**config.mk**
```make
export PLATFORM = sky130hd
export DESIGN_NAME = serial_ctrl
export DESIGN_NICKNAME = d
export VERILOG_FILES = /design/src/rtl/serial_pkg.sv /design/src/rtl/rx_link_if.sv /design/src/rtl/serial_ctrl.sv /design/src/rtl/serial_rx_sampler.sv
export SDC_FILE = /design/constraint.sdc
export NUM_CORES = 1
export LEC_CHECK = 0
export BUFFER_PORTS_ARGS = -buffer_cell sky130_fd_sc_hd__buf_4
export CORE_ASPECT_RATIO = 0.75
export CORE_MARGIN = 4
export CORE_UTILIZATION = 33
export DETAILED_ROUTE_END_ITERATION = 12
export PLACE_DENSITY = 0.6
export SKIP_CTS_REPAIR_TIMING = 1
export SKIP_LAST_GASP = 1
export SYNTH_ARGS = -nofsm -noshare
export SYNTH_HDL_FRONTEND = slang
export SYNTH_HIERARCHICAL = 1
export SYNTH_SLANG_ARGS = --single-unit
```
**constraint.sdc**
```tcl
create_clock -name sys_clk_in -period 2.03 [get_ports sys_clk_in]
set_input_delay 0.203 -clock sys_clk_in [delete_from_list [all_inputs] [get_ports sys_clk_in]]
set_output_delay 0.203 -clock sys_clk_in [all_outputs]
set_load 0.005 [all_outputs]
```
**src/rtl/serial_pkg.sv**
```systemverilog
// package: register map, field positions and timing counts of the serial control block
package serial_pkg;
  // ---------------------------------------------
  // register byte offsets
  // ---------------------------------------------
  localparam logic [3:0] OFF_DATA = 4'h0;
  localparam logic [3:0] OFF_FORMAT = 4'h4;
  localparam logic [3:0] OFF_ENABLE = 4'h8;
  localparam logic [3:0] OFF_STATUS = 4'hc;
  // ---------------------------------------------
  // frame_format_control bits
  // ---------------------------------------------
  localparam int FMT_RX_NINTH = 7;
  localparam int FMT_TX_NINTH = 6;
  localparam int FMT_NINE_BIT = 4;
  localparam int FMT_ADDR_MARK = 3;
  // ---------------------------------------------
  // serial_enable_control bits
  // ---------------------------------------------
  localparam int EN_TX_EMPTY_IRQ = 7;
  localparam int EN_TX_DONE_IRQ = 6;
  localparam int EN_RX_FULL_IRQ = 5;
  localparam int EN_LINE_QUIET_IRQ = 4;
  localparam int EN_TX = 3;
  localparam int EN_RX = 2;
  localparam int EN_STANDBY = 1;
  localparam int EN_BREAK = 0;
  localparam logic [7:0] ENABLE_RESET = 8'h00;
  // ---------------------------------------------
  // serial_status_flags bits
  // ---------------------------------------------
  localparam int ST_TX_EMPTY = 7;
  localparam int ST_TX_DONE = 6;
  localparam int ST_RX_FULL = 5;
  localparam int ST_IDLE = 4;
  localparam int ST_OVERRUN = 3;
  localparam int ST_NOISE = 2;
  localparam int ST_FRAME = 1;
  // ---------------------------------------------
  // timing
  // ---------------------------------------------
  localparam int SAMPLE_DIV = 16;
  localparam int OVERSAMPLE = 16;
  localparam int FRAME_BITS_8 = 10;
  localparam int FRAME_BITS_9 = 11;
  localparam logic [3:0] MID_SAMPLE = 4'h8;
  typedef enum logic [1:0] {
    TX_IDLE = 2'b00,
    TX_PREAMBLE = 2'b01,
    TX_DATA = 2'b10,
    TX_BREAK = 2'b11
  } tx_state_t;
  typedef enum logic [1:0] {
    RX_WAIT = 2'b00,
    RX_START = 2'b01,
    RX_BITS = 2'b10
  } rx_state_t;
endpackage

```
**src/rtl/rx_link_if.sv**
```systemverilog
// interface: carries the sample tick and received characters between control and receiver
`timescale 1ns/1ps
`default_nettype none
interface rx_link_if;
  logic sample_tick;
  logic nine_bits;
  logic enable;
  logic char_valid;
  logic [8:0] char_data;
  logic char_noise;
  logic char_frame_err;
  logic line_idle;
  modport ctrl (output sample_tick, nine_bits, enable,
                input char_valid, char_data, char_noise, char_frame_err, line_idle);
  modport rx (input sample_tick, nine_bits, enable,
              output char_valid, char_data, char_noise, char_frame_err, line_idle);
endinterface
`default_nettype wire

```
**src/rtl/serial_ctrl.sv**
```systemverilog
// module: control, status and transmit logic of the asynchronous serial interface
// What this block does
// nine-bit mode captures received ninth bit with the eight data bits; reset keeps it.
// nine-bit mode sends stored ninth transmit bit with the data; reset keeps it.
// character length bit selects nine bits when one, eight when zero; reset keeps it.
// wakeup bit selects address-mark when one, idle-line when zero; reset keeps it.
// transmit-empty enable raises interrupt while buffer-empty flag is set; reset clears enable.
// transmit-done enable raises interrupt while done flag is set; reset clears enable.
// receive enable raises interrupt on buffer full or overrun; reset clears enable.
// line-quiet enable raises interrupt on idle flag; reset clears enable.
// enabling transmitter first sends ten or eleven ones; reset clears enable.
// receiver enable turns receiver and its interrupts on or off; flags untouched.
// standby suspends reception; selected wakeup clears it; reset clears standby.
// break bit sends repeated zero groups of ten or eleven bits; reset clears it.
// clearing break finishes the group then drives a one on the line.
// buffer-empty flag sets when transmit data moves into the shift register.
// status read with flag set then data write clears buffer-empty.
// reset sets buffer-empty and done; software clears both before enabling transmitter.
// done flag sets when buffer empty and nothing shifts; cleared by read-then-write.
// buffer-full sets on received data load; cleared by status then data read.
// idle flag sets after a frame of ones; cleared by status then data read.
// a character arriving while buffer full sets overrun and is discarded.
// noise flag follows the buffered character; cleared by status then data read.
// framing error flags zero stop bit, unless the character also overruns.
// all enabled conditions form one level interrupt request.
`timescale 1ns/1ps
`default_nettype none
module serial_ctrl #(
  parameter int SAMPLE_DIV = serial_pkg::SAMPLE_DIV
) (
  // clock and reset
  input wire logic sys_clk_in,
  input wire logic resetn_in,
  // wishbone slave
  input wire logic wb_cyc_in,
  input wire logic wb_stb_in,
  input wire logic wb_we_in,
  input wire logic [3:0] wb_adr_in,
  input wire logic [3:0] wb_sel_in,
  input wire logic [31:0] wb_dat_in,
  output logic [31:0] wb_dat_out,
  output logic wb_ack_out,
  // line
  input wire logic receive_pin_in,
  output logic transmit_pin_out,
  output logic transmit_drive_out,
  // interrupt request
  output logic irq_out
);
  rx_link_if link ();
  serial_rx_sampler u_rx (
    .sys_clk_in(sys_clk_in),
    .resetn_in(resetn_in),
    .receive_pin_in(receive_pin_in),
    .link(link)
  );

  logic rx_ninth_bit_q, tx_ninth_bit_q, nine_bit_q, addr_mark_q;
  logic [7:0] enable_q;
  logic [7:0] rx_data_q, tx_data_q;
  logic tx_empty_q, tx_done_q, rx_full_q, idle_q, overrun_q, noise_q, frame_q;
  logic tx_arm_q, rx_arm_q;
  logic [15:0] div_q;
  logic [3:0] bit_sub_q;
  logic bit_tick;
  serial_pkg::tx_state_t tx_state_q;
  logic [10:0] tx_shift_q;
  logic [3:0] tx_count_q;
  logic te_prev_q;
  logic wr, rd, wr_data, rd_data, rd_status;
  logic [7:0] status_word;
  logic [3:0] frame_len;
  logic addr_mark_hit, rx_take, tx_load, tx_busy_prev_q;

  assign link.nine_bits = nine_bit_q;
  assign link.enable = enable_q[serial_pkg::EN_RX];
  assign frame_len = nine_bit_q ? 4'(serial_pkg::FRAME_BITS_9) : 4'(serial_pkg::FRAME_BITS_8);

  // ---------------------------------------------
  // bus decode: one wait state, ack for every access
  // ---------------------------------------------
  assign wr = wb_cyc_in & wb_stb_in & ~wb_ack_out & wb_we_in & wb_sel_in[0];
  assign rd = wb_cyc_in & wb_stb_in & ~wb_ack_out & ~wb_we_in;
  assign wr_data = wr && wb_adr_in == serial_pkg::OFF_DATA;
  assign rd_data = rd && wb_adr_in == serial_pkg::OFF_DATA;
  assign rd_status = rd && wb_adr_in == serial_pkg::OFF_STATUS;
  assign status_word = {tx_empty_q, tx_done_q, rx_full_q, idle_q, overrun_q, noise_q, frame_q, 1'b0};

  always_ff @(posedge sys_clk_in or negedge resetn_in) begin
    if (!resetn_in) begin
      wb_ack_out <= 1'b0;
      wb_dat_out <= 32'h0000_0000;
    end else begin
      wb_ack_out <= wb_cyc_in & wb_stb_in & ~wb_ack_out;
      if (rd) begin
        if (wb_adr_in == serial_pkg::OFF_DATA) begin
          wb_dat_out <= {24'h000000, rx_data_q};
        end else if (wb_adr_in == serial_pkg::OFF_FORMAT) begin
          wb_dat_out <= {24'h000000, rx_ninth_bit_q, tx_ninth_bit_q, 1'b0, nine_bit_q, addr_mark_q, 3'h0};
        end else if (wb_adr_in == serial_pkg::OFF_ENABLE) begin
          wb_dat_out <= {24'h000000, enable_q};
        end else if (wb_adr_in == serial_pkg::OFF_STATUS) begin
          wb_dat_out <= {24'h000000, status_word};
        end else begin
          wb_dat_out <= 32'h0000_0000;
        end
      end
    end
  end

  // ---------------------------------------------
  // format bits: kept across reset
  // ---------------------------------------------
  always_ff @(posedge sys_clk_in) begin
    if (wr && wb_adr_in == serial_pkg::OFF_FORMAT) begin
      tx_ninth_bit_q <= wb_dat_in[serial_pkg::FMT_TX_NINTH];
      nine_bit_q <= wb_dat_in[serial_pkg::FMT_NINE_BIT];
      addr_mark_q <= wb_dat_in[serial_pkg::FMT_ADDR_MARK];
    end
    if (rx_take && nine_bit_q) begin
      rx_ninth_bit_q <= link.char_data[8];
    end
  end

  // ---------------------------------------------
  // enable register and standby
  // ---------------------------------------------
  assign addr_mark_hit = nine_bit_q ? link.char_data[8] : link.char_data[7];

  always_ff @(posedge sys_clk_in or negedge resetn_in) begin
    if (!resetn_in) begin
      enable_q <= serial_pkg::ENABLE_RESET;
    end else begin
      if (wr && wb_adr_in == serial_pkg::OFF_ENABLE) begin
        enable_q <= wb_dat_in[7:0];
      end else if (enable_q[serial_pkg::EN_STANDBY] && enable_q[serial_pkg::EN_RX]) begin
        if (addr_mark_q ? (link.char_valid && addr_mark_hit) : link.line_idle) begin
          enable_q[serial_pkg::EN_STANDBY] <= 1'b0;
        end
      end
    end
  end

  // ---------------------------------------------
  // receive data and flags
  // ---------------------------------------------
  assign rx_take = link.char_valid && enable_q[serial_pkg::EN_RX] && !rx_full_q
                   && (!enable_q[serial_pkg::EN_STANDBY] || (addr_mark_q && addr_mark_hit));

  always_ff @(posedge sys_clk_in or negedge resetn_in) begin
    if (!resetn_in) begin
      rx_data_q <= 8'h00;
      rx_full_q <= 1'b0;
      idle_q <= 1'b0;
      overrun_q <= 1'b0;
      noise_q <= 1'b0;
      frame_q <= 1'b0;
      rx_arm_q <= 1'b0;
    end else begin
      if (rd_status) begin
        rx_arm_q <= 1'b1;
      end else if (rd_data) begin
        rx_arm_q <= 1'b0;
      end
      if (rd_data && rx_arm_q) begin
        rx_full_q <= 1'b0;
        idle_q <= 1'b0;
        overrun_q <= 1'b0;
        noise_q <= 1'b0;
        frame_q <= 1'b0;
      end
      if (rx_take) begin
        rx_data_q <= link.char_data[7:0];
        rx_full_q <= 1'b1;
        noise_q <= link.char_noise;
        frame_q <= link.char_frame_err;
      end else if (link.char_valid && enable_q[serial_pkg::EN_RX] && rx_full_q
                   && !enable_q[serial_pkg::EN_STANDBY]) begin
        overrun_q <= 1'b1;
      end
      if (link.line_idle && enable_q[serial_pkg::EN_RX] && !enable_q[serial_pkg::EN_STANDBY]) begin
        idle_q <= 1'b1;
      end
    end
  end

  // ---------------------------------------------
  // sample and bit rate enables
  // ---------------------------------------------
  always_ff @(posedge sys_clk_in or negedge resetn_in) begin
    if (!resetn_in) begin
      div_q <= 16'h0000;
      link.sample_tick <= 1'b0;
      bit_sub_q <= 4'h0;
    end else begin
      link.sample_tick <= 1'b0;
      if (div_q == 16'(SAMPLE_DIV - 1)) begin
        div_q <= 16'h0000;
        link.sample_tick <= 1'b1;
        bit_sub_q <= bit_sub_q + 4'h1;
      end else begin
        div_q <= div_q + 16'h0001;
      end
    end
  end
  assign bit_tick = link.sample_tick && bit_sub_q == 4'hf;

  // ---------------------------------------------
  // transmitter
  // ---------------------------------------------
  assign tx_load = tx_state_q == serial_pkg::TX_IDLE && bit_tick && enable_q[serial_pkg::EN_TX] && te_prev_q
                   && !enable_q[serial_pkg::EN_BREAK] && !tx_empty_q;

  always_ff @(posedge sys_clk_in or negedge resetn_in) begin
    if (!resetn_in) begin
      tx_state_q <= serial_pkg::TX_IDLE;
      tx_shift_q <= 11'h7ff;
      tx_count_q <= 4'h0;
      te_prev_q <= 1'b0;
      transmit_pin_out <= 1'b1;
      transmit_drive_out <= 1'b0;
    end else begin
      if (bit_tick) begin
        te_prev_q <= enable_q[serial_pkg::EN_TX];
        transmit_pin_out <= tx_shift_q[0];
        transmit_drive_out <= enable_q[serial_pkg::EN_TX] || tx_state_q != serial_pkg::TX_IDLE;
        if (tx_count_q > 4'h1) begin
          tx_shift_q <= {1'b1, tx_shift_q[10:1]};
          tx_count_q <= tx_count_q - 4'h1;
        end else if (enable_q[serial_pkg::EN_TX] && !te_prev_q) begin
          tx_state_q <= serial_pkg::TX_PREAMBLE;
          tx_shift_q <= 11'h7ff;
          tx_count_q <= frame_len;
        end else if (enable_q[serial_pkg::EN_BREAK] && enable_q[serial_pkg::EN_TX]) begin
          tx_state_q <= serial_pkg::TX_BREAK;
          tx_shift_q <= 11'h000;
          tx_count_q <= frame_len;
        end else if (tx_state_q == serial_pkg::TX_BREAK) begin
          tx_state_q <= serial_pkg::TX_PREAMBLE;
          tx_shift_q <= 11'h7ff;
          tx_count_q <= 4'h1;
        end else if (enable_q[serial_pkg::EN_TX] && !tx_empty_q) begin
          tx_state_q <= serial_pkg::TX_DATA;
          tx_shift_q <= nine_bit_q ? {1'b1, tx_ninth_bit_q, tx_data_q, 1'b0}
                                   : {2'b11, tx_data_q, 1'b0};
          tx_count_q <= frame_len;
        end else begin
          tx_state_q <= serial_pkg::TX_IDLE;
          tx_shift_q <= 11'h7ff;
          tx_count_q <= 4'h0;
        end
      end
    end
  end

  // ---------------------------------------------
  // transmit buffer and flags
  // ---------------------------------------------
  always_ff @(posedge sys_clk_in or negedge resetn_in) begin
    if (!resetn_in) begin
      tx_data_q <= 8'h00;
      tx_empty_q <= 1'b1;
      tx_done_q <= 1'b1;
      tx_arm_q <= 1'b0;
      tx_busy_prev_q <= 1'b0;
    end else begin
      if (bit_tick) begin
        tx_busy_prev_q <= tx_state_q != serial_pkg::TX_IDLE || tx_count_q != 4'h0;
      end
      if (rd_status) begin
        tx_arm_q <= 1'b1;
      end else if (wr_data) begin
        tx_arm_q <= 1'b0;
      end
      if (wr_data) begin
        tx_data_q <= wb_dat_in[7:0];
      end
      if (wr_data && tx_arm_q) begin
        tx_empty_q <= 1'b0;
        tx_done_q <= 1'b0;
      end
      if (bit_tick && tx_count_q <= 4'h1 && !(enable_q[serial_pkg::EN_TX] && !te_prev_q)
          && !enable_q[serial_pkg::EN_BREAK] && tx_state_q != serial_pkg::TX_BREAK
          && enable_q[serial_pkg::EN_TX] && !tx_empty_q) begin
        tx_empty_q <= 1'b1;
      end
      if (bit_tick && tx_empty_q && tx_busy_prev_q && tx_state_q == serial_pkg::TX_IDLE && tx_count_q == 4'h0) begin
        tx_done_q <= 1'b1;
      end
    end
  end

  // ---------------------------------------------
  // interrupt request
  // ---------------------------------------------
  logic irq_d;
  assign irq_d = (enable_q[serial_pkg::EN_TX_EMPTY_IRQ] & tx_empty_q)
               | (enable_q[serial_pkg::EN_TX_DONE_IRQ] & tx_done_q)
               | (enable_q[serial_pkg::EN_RX] & ~enable_q[serial_pkg::EN_STANDBY]
                  & ((enable_q[serial_pkg::EN_RX_FULL_IRQ] & (rx_full_q | overrun_q))
                     | (enable_q[serial_pkg::EN_LINE_QUIET_IRQ] & idle_q)));

  always_ff @(posedge sys_clk_in or negedge resetn_in) begin
    if (!resetn_in) begin
      irq_out <= 1'b0;
    end else begin
      irq_out <= irq_d;
    end
  end
endmodule
`default_nettype wire

```
**src/rtl/serial_rx_sampler.sv**
```systemverilog
// module: oversampling receiver that recovers characters, noise, framing and idle line
`timescale 1ns/1ps
`default_nettype none
module serial_rx_sampler (
  // clock and reset
  input wire logic sys_clk_in,
  input wire logic resetn_in,
  // line
  input wire logic receive_pin_in,
  // control side
  rx_link_if.rx link
);
  logic sync1_q, sync2_q;
  serial_pkg::rx_state_t state_q;
  logic [3:0] sub_q;
  logic [3:0] bitn_q;
  logic [8:0] shift_q;
  logic [2:0] smp_q;
  logic noise_q;
  logic [7:0] ones_q;
  logic idle_done_q;
  logic maj;
  logic [3:0] last_bit;
  logic [7:0] idle_len;
  localparam logic [3:0] MIDM1 = serial_pkg::MID_SAMPLE - 4'h1;
  localparam logic [3:0] MIDP1 = serial_pkg::MID_SAMPLE + 4'h1;
  localparam logic [3:0] MIDP2 = serial_pkg::MID_SAMPLE + 4'h2;

  assign maj = (smp_q[0] & smp_q[1]) | (smp_q[0] & smp_q[2]) | (smp_q[1] & smp_q[2]);
  assign last_bit = link.nine_bits ? 4'h9 : 4'h8;
  assign idle_len = 8'(serial_pkg::OVERSAMPLE * (link.nine_bits ? serial_pkg::FRAME_BITS_9
                                                                 : serial_pkg::FRAME_BITS_8) - 1);

  // ---------------------------------------------
  // two-stage synchroniser
  // ---------------------------------------------
  always_ff @(posedge sys_clk_in or negedge resetn_in) begin
    if (!resetn_in) begin
      sync1_q <= 1'b1;
      sync2_q <= 1'b1;
    end else begin
      sync1_q <= receive_pin_in;
      sync2_q <= sync1_q;
    end
  end

  // ---------------------------------------------
  // character recovery
  // ---------------------------------------------
  always_ff @(posedge sys_clk_in or negedge resetn_in) begin
    if (!resetn_in) begin
      state_q <= serial_pkg::RX_WAIT;
      sub_q <= 4'h0;
      bitn_q <= 4'h0;
      shift_q <= 9'h000;
      smp_q <= 3'h7;
      noise_q <= 1'b0;
      link.char_valid <= 1'b0;
      link.char_data <= 9'h000;
      link.char_noise <= 1'b0;
      link.char_frame_err <= 1'b0;
    end else begin
      link.char_valid <= 1'b0;
      if (!link.enable) begin
        state_q <= serial_pkg::RX_WAIT;
      end else if (link.sample_tick) begin
        case (state_q)
          serial_pkg::RX_WAIT: begin
            sub_q <= 4'h0;
            noise_q <= 1'b0;
            bitn_q <= 4'h0;
            if (!sync2_q) begin
              state_q <= serial_pkg::RX_START;
            end
          end
          default: begin
            sub_q <= sub_q + 4'h1;
            if (sub_q >= MIDM1 && sub_q <= MIDP1) begin
              smp_q <= {sync2_q, smp_q[2:1]};
            end
            if (sub_q == MIDP2) begin
              noise_q <= noise_q | (smp_q != 3'h0 && smp_q != 3'h7);
              if (state_q == serial_pkg::RX_START) begin
                state_q <= maj ? serial_pkg::RX_WAIT : serial_pkg::RX_BITS;
              end else if (bitn_q == last_bit) begin
                link.char_valid <= 1'b1;
                link.char_data <= link.nine_bits ? shift_q : {1'b0, shift_q[8:1]};
                link.char_noise <= noise_q | (smp_q != 3'h0 && smp_q != 3'h7);
                link.char_frame_err <= ~maj;
                state_q <= serial_pkg::RX_WAIT;
              end else begin
                shift_q <= {maj, shift_q[8:1]};
                bitn_q <= bitn_q + 4'h1;
              end
            end
          end
        endcase
      end
    end
  end

  // ---------------------------------------------
  // idle line: a full frame time of ones while waiting
  // ---------------------------------------------
  always_ff @(posedge sys_clk_in or negedge resetn_in) begin
    if (!resetn_in) begin
      ones_q <= 8'h00;
      idle_done_q <= 1'b0;
      link.line_idle <= 1'b0;
    end else begin
      link.line_idle <= 1'b0;
      if (!link.enable || !sync2_q || state_q != serial_pkg::RX_WAIT) begin
        ones_q <= 8'h00;
        idle_done_q <= 1'b0;
      end else if (link.sample_tick && !idle_done_q) begin
        if (ones_q == idle_len) begin
          link.line_idle <= 1'b1;
          idle_done_q <= 1'b1;
        end else begin
          ones_q <= ones_q + 8'h01;
        end
      end
    end
  end
endmodule
`default_nettype wire

```
Word-level counts from Yosys, hierarchy flattened
Index checks and enable logic that the tools add are counted.
{"block": "totals", "regBits": 160, "inputBits": 46, "out_inout_bits": 36, "word_cells": 258}
{"block": "classes", "add_sub_neg": 7, "n_lt_le_gt_ge": 4, "n_eq_ne": 19, "n_mux": 75, "bitwise_logic": 29, "n_reduce_logical": 79}
{"operator": "32-bit two-way mux", "count": 2}
{"operator": "4-bit two-way mux", "count": 10}
{"operator": "8-bit two-way mux", "count": 5}
{"operator": "1-bit two-way mux", "count": 38}
{"operator": "1-bit logical AND", "count": 35}
{"operator": "11-bit two-way mux", "count": 3}
{"operator": "10-bit two-way mux", "count": 3}
{"operator": "2-bit nonzero test", "count": 13}
{"operator": "2-bit two-way mux", "count": 12}
{"operator": "16-bit by 1-bit adder with 16-bit output (second input constant)", "count": 1}
{"operator": "16-bit by 4-bit equality test with 1-bit output (second input constant)", "count": 1}
{"operator": "4-bit equality test (second input constant)", "count": 4}
{"operator": "16-bit two-way mux", "count": 1}
{"operator": "1-bit AND", "count": 14}
{"operator": "4-bit by 1-bit adder with 4-bit output (second input constant)", "count": 3}
{"operator": "6-bit AND reduction", "count": 2}
{"operator": "2-bit AND reduction", "count": 5}
{"operator": "1-bit zero test", "count": 9}
{"operator": "9-bit two-way mux", "count": 1}
{"operator": "8-bit by 1-bit adder with 8-bit output (second input constant)", "count": 1}
{"operator": "8-bit equality test", "count": 1}
{"operator": "4-bit zero test", "count": 2}
{"operator": "2-bit != test (second input constant)", "count": 4}
{"operator": "1-bit NOT", "count": 8}
{"operator": "other kinds (22)", "count": 35}

Longest topological paths before layout
Gate-level depths: netlist of run 1.
{"block": "logic_depth", "depth_word": 9, "ltp_mapped": 8, "ltp_nobuf": 6}

By module
Netlist of run 1, hierarchy kept.
{"mod": "serial_ctrl", "n_inst": 1, "cells_per_inst": 380, "area_per_inst_um2": 4317.9, "seq_area_each_um2": 2264.7}
{"mod": "serial_rx_sampler", "n_inst": 1, "cells_per_inst": 211, "area_per_inst_um2": 2318.5, "seq_area_each_um2": 1182.4}

Worst setup path after synthesis of run 1
OpenSTA, ideal clock, no wires.
{"block": "synth_path", "kind": "reg2reg", "from": "reg nine_bit_q, in the netlist link.nine_bits", "to": "reg u_rx.ones_q[0]", "setup_ns": 0.127, "t_arrival_ns": 1.639, "required_ns": 1.903, "setup_slack_ns": 0.264, "stages_incl_launch_ff": 6, "n_path_buf": 1, "synth_period_minus_slack_ns": 1.766, "cell_sequence": "edfxtp_1 -> or3b_1 -> a2111oi_4 -> buf_6 -> or3_2 -> a21oi_1"}
{"block": "synth_via", "elab_chain_len": 5}
{"item": "start, declared", "line_no": "serial_ctrl.sv:58", "rtl": "logic rx_ninth_bit_q, tx_ninth_bit_q, nine_bit_q, addr_mark_q;"}
{"item": "start signal, assigned", "line_no": "serial_ctrl.sv:117", "rtl": "nine_bit_q <= wb_dat_in[serial_pkg::FMT_NINE_BIT];"}
{"item": "1-bit two-way mux", "line_no": "serial_rx_sampler.sv:31", "rtl": "assign idle_len = 8'(serial_pkg::OVERSAMPLE * (link.nine_bits ? serial_pkg::FRAME_BITS_9"}
{"item": "8-bit by 2-bit subtractor with 8-bit output", "line_no": "serial_rx_sampler.sv:32", "rtl": ": serial_pkg::FRAME_BITS_8) - 1);"}
{"item": "8-bit equality test", "line_no": "serial_rx_sampler.sv:116", "rtl": "if (ones_q == idle_len) begin"}
{"item": "2-bit by 1-bit != test with 1-bit output (no source line)"}
{"item": "2-bit AND reduction (no source line)"}
{"item": "end signal, assigned", "line_no": "serial_rx_sampler.sv:120", "rtl": "ones_q <= ones_q + 8'h01;"}
{"item": "end, declared", "line_no": "serial_rx_sampler.sv:20", "rtl": "logic [7:0] ones_q;"}
Every way passes these cells.
A chain may end at the register's enable or synchronous reset.

Final worst setup path of run 1
{"block": "layout_path", "from": "reg u_rx.ones_q[0]", "to": "reg u_rx.ones_q[4]"}
{"block": "layout_via", "elab_chain_len": 4, "word_cells_on_any_way": 7, "cone_classes": "1 x add/sub; 2 x eq/ne; 3 x mux; 1 x reduce/logical"}
{"item": "8-bit by 1-bit adder with 8-bit output", "line_no": "serial_rx_sampler.sv:120"}
{"item": "8-bit two-way mux", "line_no": "serial_rx_sampler.sv:116"}
{"item": "8-bit two-way mux", "line_no": "serial_rx_sampler.sv:115", "rtl": "end else if (link.sample_tick && !idle_done_q) begin"}
{"item": "8-bit two-way mux", "line_no": "serial_rx_sampler.sv:112", "rtl": "if (!link.enable || !sync2_q || state_q != serial_pkg::RX_WAIT) begin"}
Several ways; a longest one is shown, not always the timed one. The select of a mux whose other input is x is not followed.

==> results.md, run 1 <==
* Status: finished, final reports clean
* Fmax at 0.523 GHz
* Clock sinks at about 140
* Die extent in y at roughly 130 µm
* P_leak at 3.47 nW
* Final period utilization at 0.943
* Clock Path Buffers at 2
* DRC at 0
* Via Count at 4,597
* Final estimated routing congestion in global placement at about 0.77
* Share of the yosys chip area belonging to registers at 0.519
* FFs w/ async S/R, synth at 0.971
* Maxcap violations at 0
* GRT Util Overall at 0.128
* Synth top area cells: dfrtp_1 (43%), dfstp_2 (7.5%), mux2_2 (4.2%)
* Starting DRT DRC Count at 397
* Rel. slew slack at 0.645
* DP Wirelength at slightly below 10 mm
* Number of flops mapped to enable cells by yosys at 4
* Syn avg cell area at roughly 11 µm²
* Largest net degree at the start of global routing at between 40 and 50
* Antenna violations before repair at 0
* Post-Syn Area at 6640 µm²
* Crit end category: flip-flop
* Critical path startpoint category: flip-flop
* Share of cells above drive strength 1 at 0.243
* First-pass GRT wire length at roughly 23 mm
* Final setup viols at 0
* Post-synth top area share at 0.426
* N_diodes at 0
* Clock root cell: clkbuf_16
* Number of library cell types mapped by synthesis at 75
* WP data arrival at roughly 2.3 ns
* CP max FO at 5
* Minimum clock period at 1.91 ns
* Global route overflow at 0
* Routed WL at about 14 mm
* Vias per std cell at 5.06
* Unrepaired setup endpoints after global routing: false
* Skew final at just over 0.01 ns
* Post-Syn Instances at roughly 590
* # fillers at approximately 1,800
* Routed WL per cell at roughly 15 µm
* Yosys reg bits at about 140
* Maximum VDD drop at 552 µV
* Ys flop type: dfrtp_1
* I/O pin count at slightly above 80
* Area growth from synthesis to layout at 17.8%
* CP Class: flip-flop to flip-flop
* Hold WC Path Type: input pin to flip-flop
* CP required at around 2.4 ns
* Clk Latency, worst-skew pair at roughly 0.41 ns
* Final net count at between 600 and 700
* Fin. Hold Viols at 0
* CTS tree: yes
* YS warnings at 6
* Routed Antenna Nets at 0
* Area leader, netlist: dfrtp_1
* IO Port Bufs at 30
* Slew Limit Fails at 0
* Hold Worst Slack at roughly 0.024 ns
* Final setup TNS at 0 ns
* Rows at 44
* Initial Util at 0.340
* Pre-antenna DRT Iters at 6
* Core area at around 20,000 µm²
* Pwr dens at slightly above 800 nW/µm²
* Die ar. at approximately 22,000 µm²
* TritonCTS buffer count at 17
* Via count of the first global-routing pass at approximately 4,500
* Register clock-pin slew on the reported worst setup and hold paths at approximately 0.060 ns
* Measured slew at the worst slew-check pin at 0.533 ns
* Die Wd at approximately 170 µm
* H-tree depth at 4
per-stage QoR:
| step | worst slack, ns | utilization | cell area (µm²) | total power [mW] | cells |
|---|---|---|---|---|---|
| after global routing | 0.0149 | 0.400 | 7820 | 6.64 | 908 |
| after floorplan | 0.264 | - | 6720 | 3.01 | 614 |
| after detailed placement | 0.103 | 0.365 | 7130 | 3.14 | 871 |
| after CTS | 0.102 | 0.397 | 7770 | 6.47 | 903 |
| after global placement | 0.163 | 0.365 | 7130 | 3.13 | 871 |
| final | 0.117 | 0.400 | 7820 | 6.41 | 908 |
layout make-up:
type / instances / area, µm² / area share
Inverter: 13 / 48.8 / 0.00624
Multi-Input combinational cell: 419 / 2910 / 0.373
Sequential cell: 136 / 3450 / 0.441
Timing Repair Buffer: 55 / 450 / 0.0576
Clock inverter: 11 / 170 / 0.0218
Clock buffer: 21 / 470 / 0.0602
Tap cell: 253 / 317 / 0.0405
critical path, cell delays in order, from the launching register on:
cell and delay, ns:
dfrtp_1 0.41, ha_1 0.23, nand3_1 0.18, a2111oi_4 0.10
buf_4 0.16, or4_2 0.60, a21oi_1 0.15
synth_stat cells, drive strengths merged, types with 4 or more instances:
cell type / number
and2: 8
xnor2: 12
and4: 4
mux2: 40
o21ai: 43
a22oi: 5
nor3: 10
nand3: 21
dfrtp: 113
nor2: 35
or4: 4
o211ai: 4
ha: 11
nand2: 58
edfxtp: 4
inv: 13
nand2b: 6
nor4: 5
mux2i: 13
buf: 37
o31ai: 5
a21oi: 36
nand4: 8
clkbuf: 9
a22o: 7
xor2: 7
dfstp: 19
o22ai: 4
worst paths after layout:
check	startpoint	end	slack, ns	cells past startpoint
setup / recovery	u_rx/ones_q[0]	u_rx/ones_q[4]	0.12	6
setup reg to reg	u_rx/ones_q[0]	u_rx/ones_q[4]	0.12	6
max in group asynchronous	resetn_in	tx_shift_q[8]	1.04	3
hold / removal	wb_dat_in[0]	tx_data_q[0]	0.02	2
min in group asynchronous	resetn_in	u_rx/sub_q[2]	0.31	2
hold reg to reg	u_rx/sync1_q	u_rx/sync2_q	0.36	0
cell usage in the layout (no fill, tap or decap), types with 5 or more instances in the layout:
cell type | netlist | final
o21ai_1 | 11 | 11
nand3_1 | 20 | 20
a22o_1 | 7 | 7
mux2_2 | 25 | 25
a21oi_1 | 36 | 36
nor3_1 | 9 | 9
mux2_4 | 8 | 8
dlygate4sd3_1 | 0 | 5
dfstp_2 | 19 | 19
inv_1 | 13 | 13
mux2i_1 | 13 | 13
nor2_1 | 34 | 34
mux2_1 | 7 | 7
buf_4 | 28 | 48
conb_1 | 1 | 24
a22oi_1 | 5 | 5
clkbuf_16 | 0 | 17
nand2_1 | 58 | 58
xor2_1 | 6 | 6
o21ai_0 | 32 | 32
nand4_1 | 8 | 8
o31ai_1 | 5 | 5
dfrtp_1 | 113 | 113
and2_1 | 8 | 8
xnor2_1 | 12 | 12
nand2b_1 | 6 | 6
ha_1 | 11 | 11
flip-flops by register name (all words and copies together) (netlist names), 2 cells and up:
name	cells
bit_sub_q	4
div_q	16
enable_q	8
rx_data_q	8
tx_count_q	4
tx_data_q	8
tx_shift_q	11
tx_state_q	2
u_rx/bitn_q	4
u_rx/link.char_data	9
u_rx/ones_q	8
u_rx/shift_q	9
u_rx/smp_q	3
u_rx/state_q	2
u_rx/sub_q	4
wb_dat_out	8
power breakdown:
group / switching (mW) / internal (mW)
registers: 0.0474 / 2.78
clock network: 1.15 / 2.15
logic: 0.149 / 0.127
total: 1.35 / 5.06
metal layers:
metal | vias to the layer above | share of wire | routed length [µm] | track usage
li1 | 2174 | - | - | -
met1 | 2317 | 0.50 | 6860 | 0.185
met2 | 94 | 0.45 | 6170 | 0.194
met3 | 12 | 0.045 | 619 | 0.0331
met4 | 0 | 0.0076 | 104 | 0.0342
met5 | - | 0 | 0 | 0
cell families after synthesis:
logic type / after synthesis / share of synthesized area
AOI/OAI and AO/OA: 126 / 0.124
xor gates and xnor gates: 19 / 0.0262
adders and majority gates: 12 / 0.0222
buffers and inverters: 59 / 0.0547
DFF: 136 / 0.519
muxes: 55 / 0.0988
other: 1 / 0.000565
and+or+nand+nor: 183 / 0.154
Note: power is estimated with default switching activity, not from simulation.
==> run 2: changes to the inputs <==
--- a/config.mk
+++ b/config.mk
@@ -5,6 +5,7 @@
 export SDC_FILE = /design/constraint.sdc
 export NUM_CORES = 1
 export LEC_CHECK = 0
+export ABC_AREA = 1
 export BUFFER_PORTS_ARGS = -buffer_cell sky130_fd_sc_hd__buf_4
 export CORE_ASPECT_RATIO = 0.75
 export CORE_MARGIN = 4
==> results.md, run 2 <==
* TritonCTS buffer count at 17
* Unrepaired setup endpoints after global routing: false
* Status: finished, final reports clean
* Skew final at 0.00980 ns
* CP Class: flip-flop to flip-flop
* Number of flops mapped to enable cells by yosys at 4
* Critical path startpoint category: flip-flop
* Count leader, synth: nand2_1
* H-tree depth at 4
* GRT Util Overall at 0.129
* N_diodes at 0
* Clock sinks at roughly 140
* Post-synth top area share at 0.394
* Post-Place Cell Area at around 7700 µm²
* Pre-antenna DRT Iters at 5
* Crit end category: flip-flop
* Area growth from synthesis to layout at 16.8%
* Routed Antenna Nets at 0
* Fin. Hold Viols at 0
* Ys flop type: dfrtp_1
* Starting DRT DRC Count at approximately 360
* Routed WL per cell at 12.1 µm
* Maxcap violations at 0
* Rel. slew slack at 0.658
* Commonest cells after routing, fill and taps aside: nand2_1 (290), dfrtp_1 (113), nor2_1 (90), inv_1 (79), nand3_1 (63)
* Area leader, netlist: dfrtp_1
* DP Wirelength at approximately 11 mm
* P_leak at 4.14 nW
* FFs w/ async S/R, synth at 0.971
* Syn avg cell area at 8.08 µm²
* Final setup TNS at 0 ns
* CP most frequent cell: nand2_2
* Share of cells above drive strength 1 at 0.173
* Post-route cell area at 8380 µm²
* Clock root cell: clkbuf_16
* Post-layout power at around 6.7 mW
* YS warnings at 6
* Final period utilization at 0.858
* Final estimated routing congestion in global placement at ~0.86
* Initial Util at 0.338
* WP data arrival at 1.87 ns
* First-pass GRT wire length at between 20 and 30 mm
* # fillers at ~2,100
* Die extent in y at 136 µm
* Commonest cells post-synth: nand2_1 (290), dfrtp_1 (113), nor2_1 (90), inv_1 (79), nand3_1 (63)
* Register clock-pin slew on the reported worst setup and hold paths at around 0.06 ns
* Clk Latency, worst-skew pair at between 0.4 and 0.5 ns
* Measured slew at the worst slew-check pin at approximately 0.51 ns
* Slowest stage delay, CP at between 0.6 and 0.7 ns
* Vias per std cell at approximately 4.4
* Commonest non-fill, non-tap cell in the layout: nand2_1
* Hold WC Path Type: input pin to flip-flop
* Post-Syn Instances at between 800 and 900
* Number of flip-flops in the largest register at 16
* I/O pin count at 82
* Routed WL at roughly 15 mm
* Slew Limit Fails at 0
* IO Port Bufs at 30
* Number of library cell types mapped by synthesis at 42
* Area of the multi-input gates at about 3200 µm²
* Critical-path cell list: inv_1 -> nand2_1 -> nand3_1 -> nand2_2 -> nand2_2 -> nor2_1
* Maximum VDD drop at 538 µV
* Final setup viols at 0
* Final Non-Filler Cells at approximately 1,200
* HP Start: wb_stb_in
* Die Wd at about 180 µm
* Minimum clock period at approximately 1.7 ns
* Largest net degree at the start of global routing at between 40 and 50
* CP required at roughly 2.2 ns
* FF+latch area at approximately 3400 µm²
* CTS tree: yes
* Via Count at roughly 5,500
* Yosys reg bits at ~140
* Fmax at roughly 0.57 GHz
* Clock Path Buffers at 2
* Setup crit start: link.nine_bits
* DRC at 0
* Rows at 46
* Synth top area cells: dfrtp_1 (39%), nand2_1 (15%), dfstp_2 (7.0%)
* Post-Syn Area at 7170 µm²
* Global route overflow at 0
* Share of the yosys chip area belonging to registers at 0.481
* Core area at 21,200 µm²
* R2r startpoint: link.nine_bits
* Antenna violations before repair at 0
* Largest Register: div_q
* Final net count at ~990
* Pwr dens at between 800 and 900 nW/µm²
* Die ar. at 24,200 µm²
* Largest regs: div_q (16), tx_shift_q (11)
* Slowest-stage cell, CP: edfxtp_1
* CP max FO at 13
* Via count of the first global-routing pass at just over 5,000
* Placed Cells at between 1,000 and 1,500
-- run 2: changes by cell type in the layout (fill, tap and decap cells not counted), moves of 11 or more --
cell and delta:
nand3_1 +43, nor2_1 +56, buf_4 -11, mux2i_1 -13, o21ai_2 +33, nand2_2 +12, a21oi_1 -24, inv_1 +66
mux2_2 -25, nand2_1 +232
-- run 2: layer usage --
layer	vias up	track usage	wire length (µm)
li1	2870	-	-
met1	2518	0.202	8160
met2	73	0.179	6060
met3	12	0.0324	629
met4	0	0.0294	118
met5	-	0	0
-- run 2: final timing paths --
path / endpoint / slack, ns / depth (start not counted)
min in group asynchronous: tx_data_q[2] / 0.26 / 2
max: rx_ninth_bit_q / 0.29 / 6
min reg2reg: u_rx/sync2_q / 0.35 / 0
min: wb_ack_out / 0.07 / 3
max in group asynchronous: rx_data_q[5] / 1.03 / 3
max reg2reg: rx_ninth_bit_q / 0.29 / 6
-- run 2: cells by family after synthesis --
logic type / count (synthesis) / synth area share
flops: 136 / 0.481
fa+ha+maj: 11 / 0.0192
other cells: 1 / 0.000523
xor+xnor: 15 / 0.0183
compound gates: 95 / 0.0871
buf+inv: 125 / 0.0865
simple gates: 504 / 0.308
-- run 2: layout make-up --
class | instances | area share
sequential | 136 | 0.411
multi-input combinational | 649 | 0.381
clock buffer | 19 | 0.0517
timing repair buffer | 45 | 0.0453
tap | 288 | 0.0430
inverter | 86 | 0.0394
clock inverter | 13 | 0.0285
-- run 2: per-stage QoR --
step | setup WS, ns | hold WS [ns] | utilization
6_report | 0.288 | 0.0682 | 0.394
5_1_grt | 0.146 | 0.0525 | 0.394
4_1_cts | 0.263 | -0.302 | 0.392
3_5_place_dp | 0.256 | 0.155 | 0.360
3_3_place_gp | 0.305 | 0.150 | 0.360
2_1_floorplan | 0.576 | -0.0926 | -
-- run 2: power breakdown --
group	total, mW	switching, mW	internal [mW]
sequential	2.84	0.0535	2.79
clock	3.57	1.24	2.33
combinational	0.324	0.203	0.121
total	6.73	1.49	5.24
-- run 2: critical path: cells and delay by family, from the launching register on --
family | cells | cell delay (ns)
simple gates | 5 | 0.68
flops | 1 | 0.63
buf+inv | 1 | 0.14
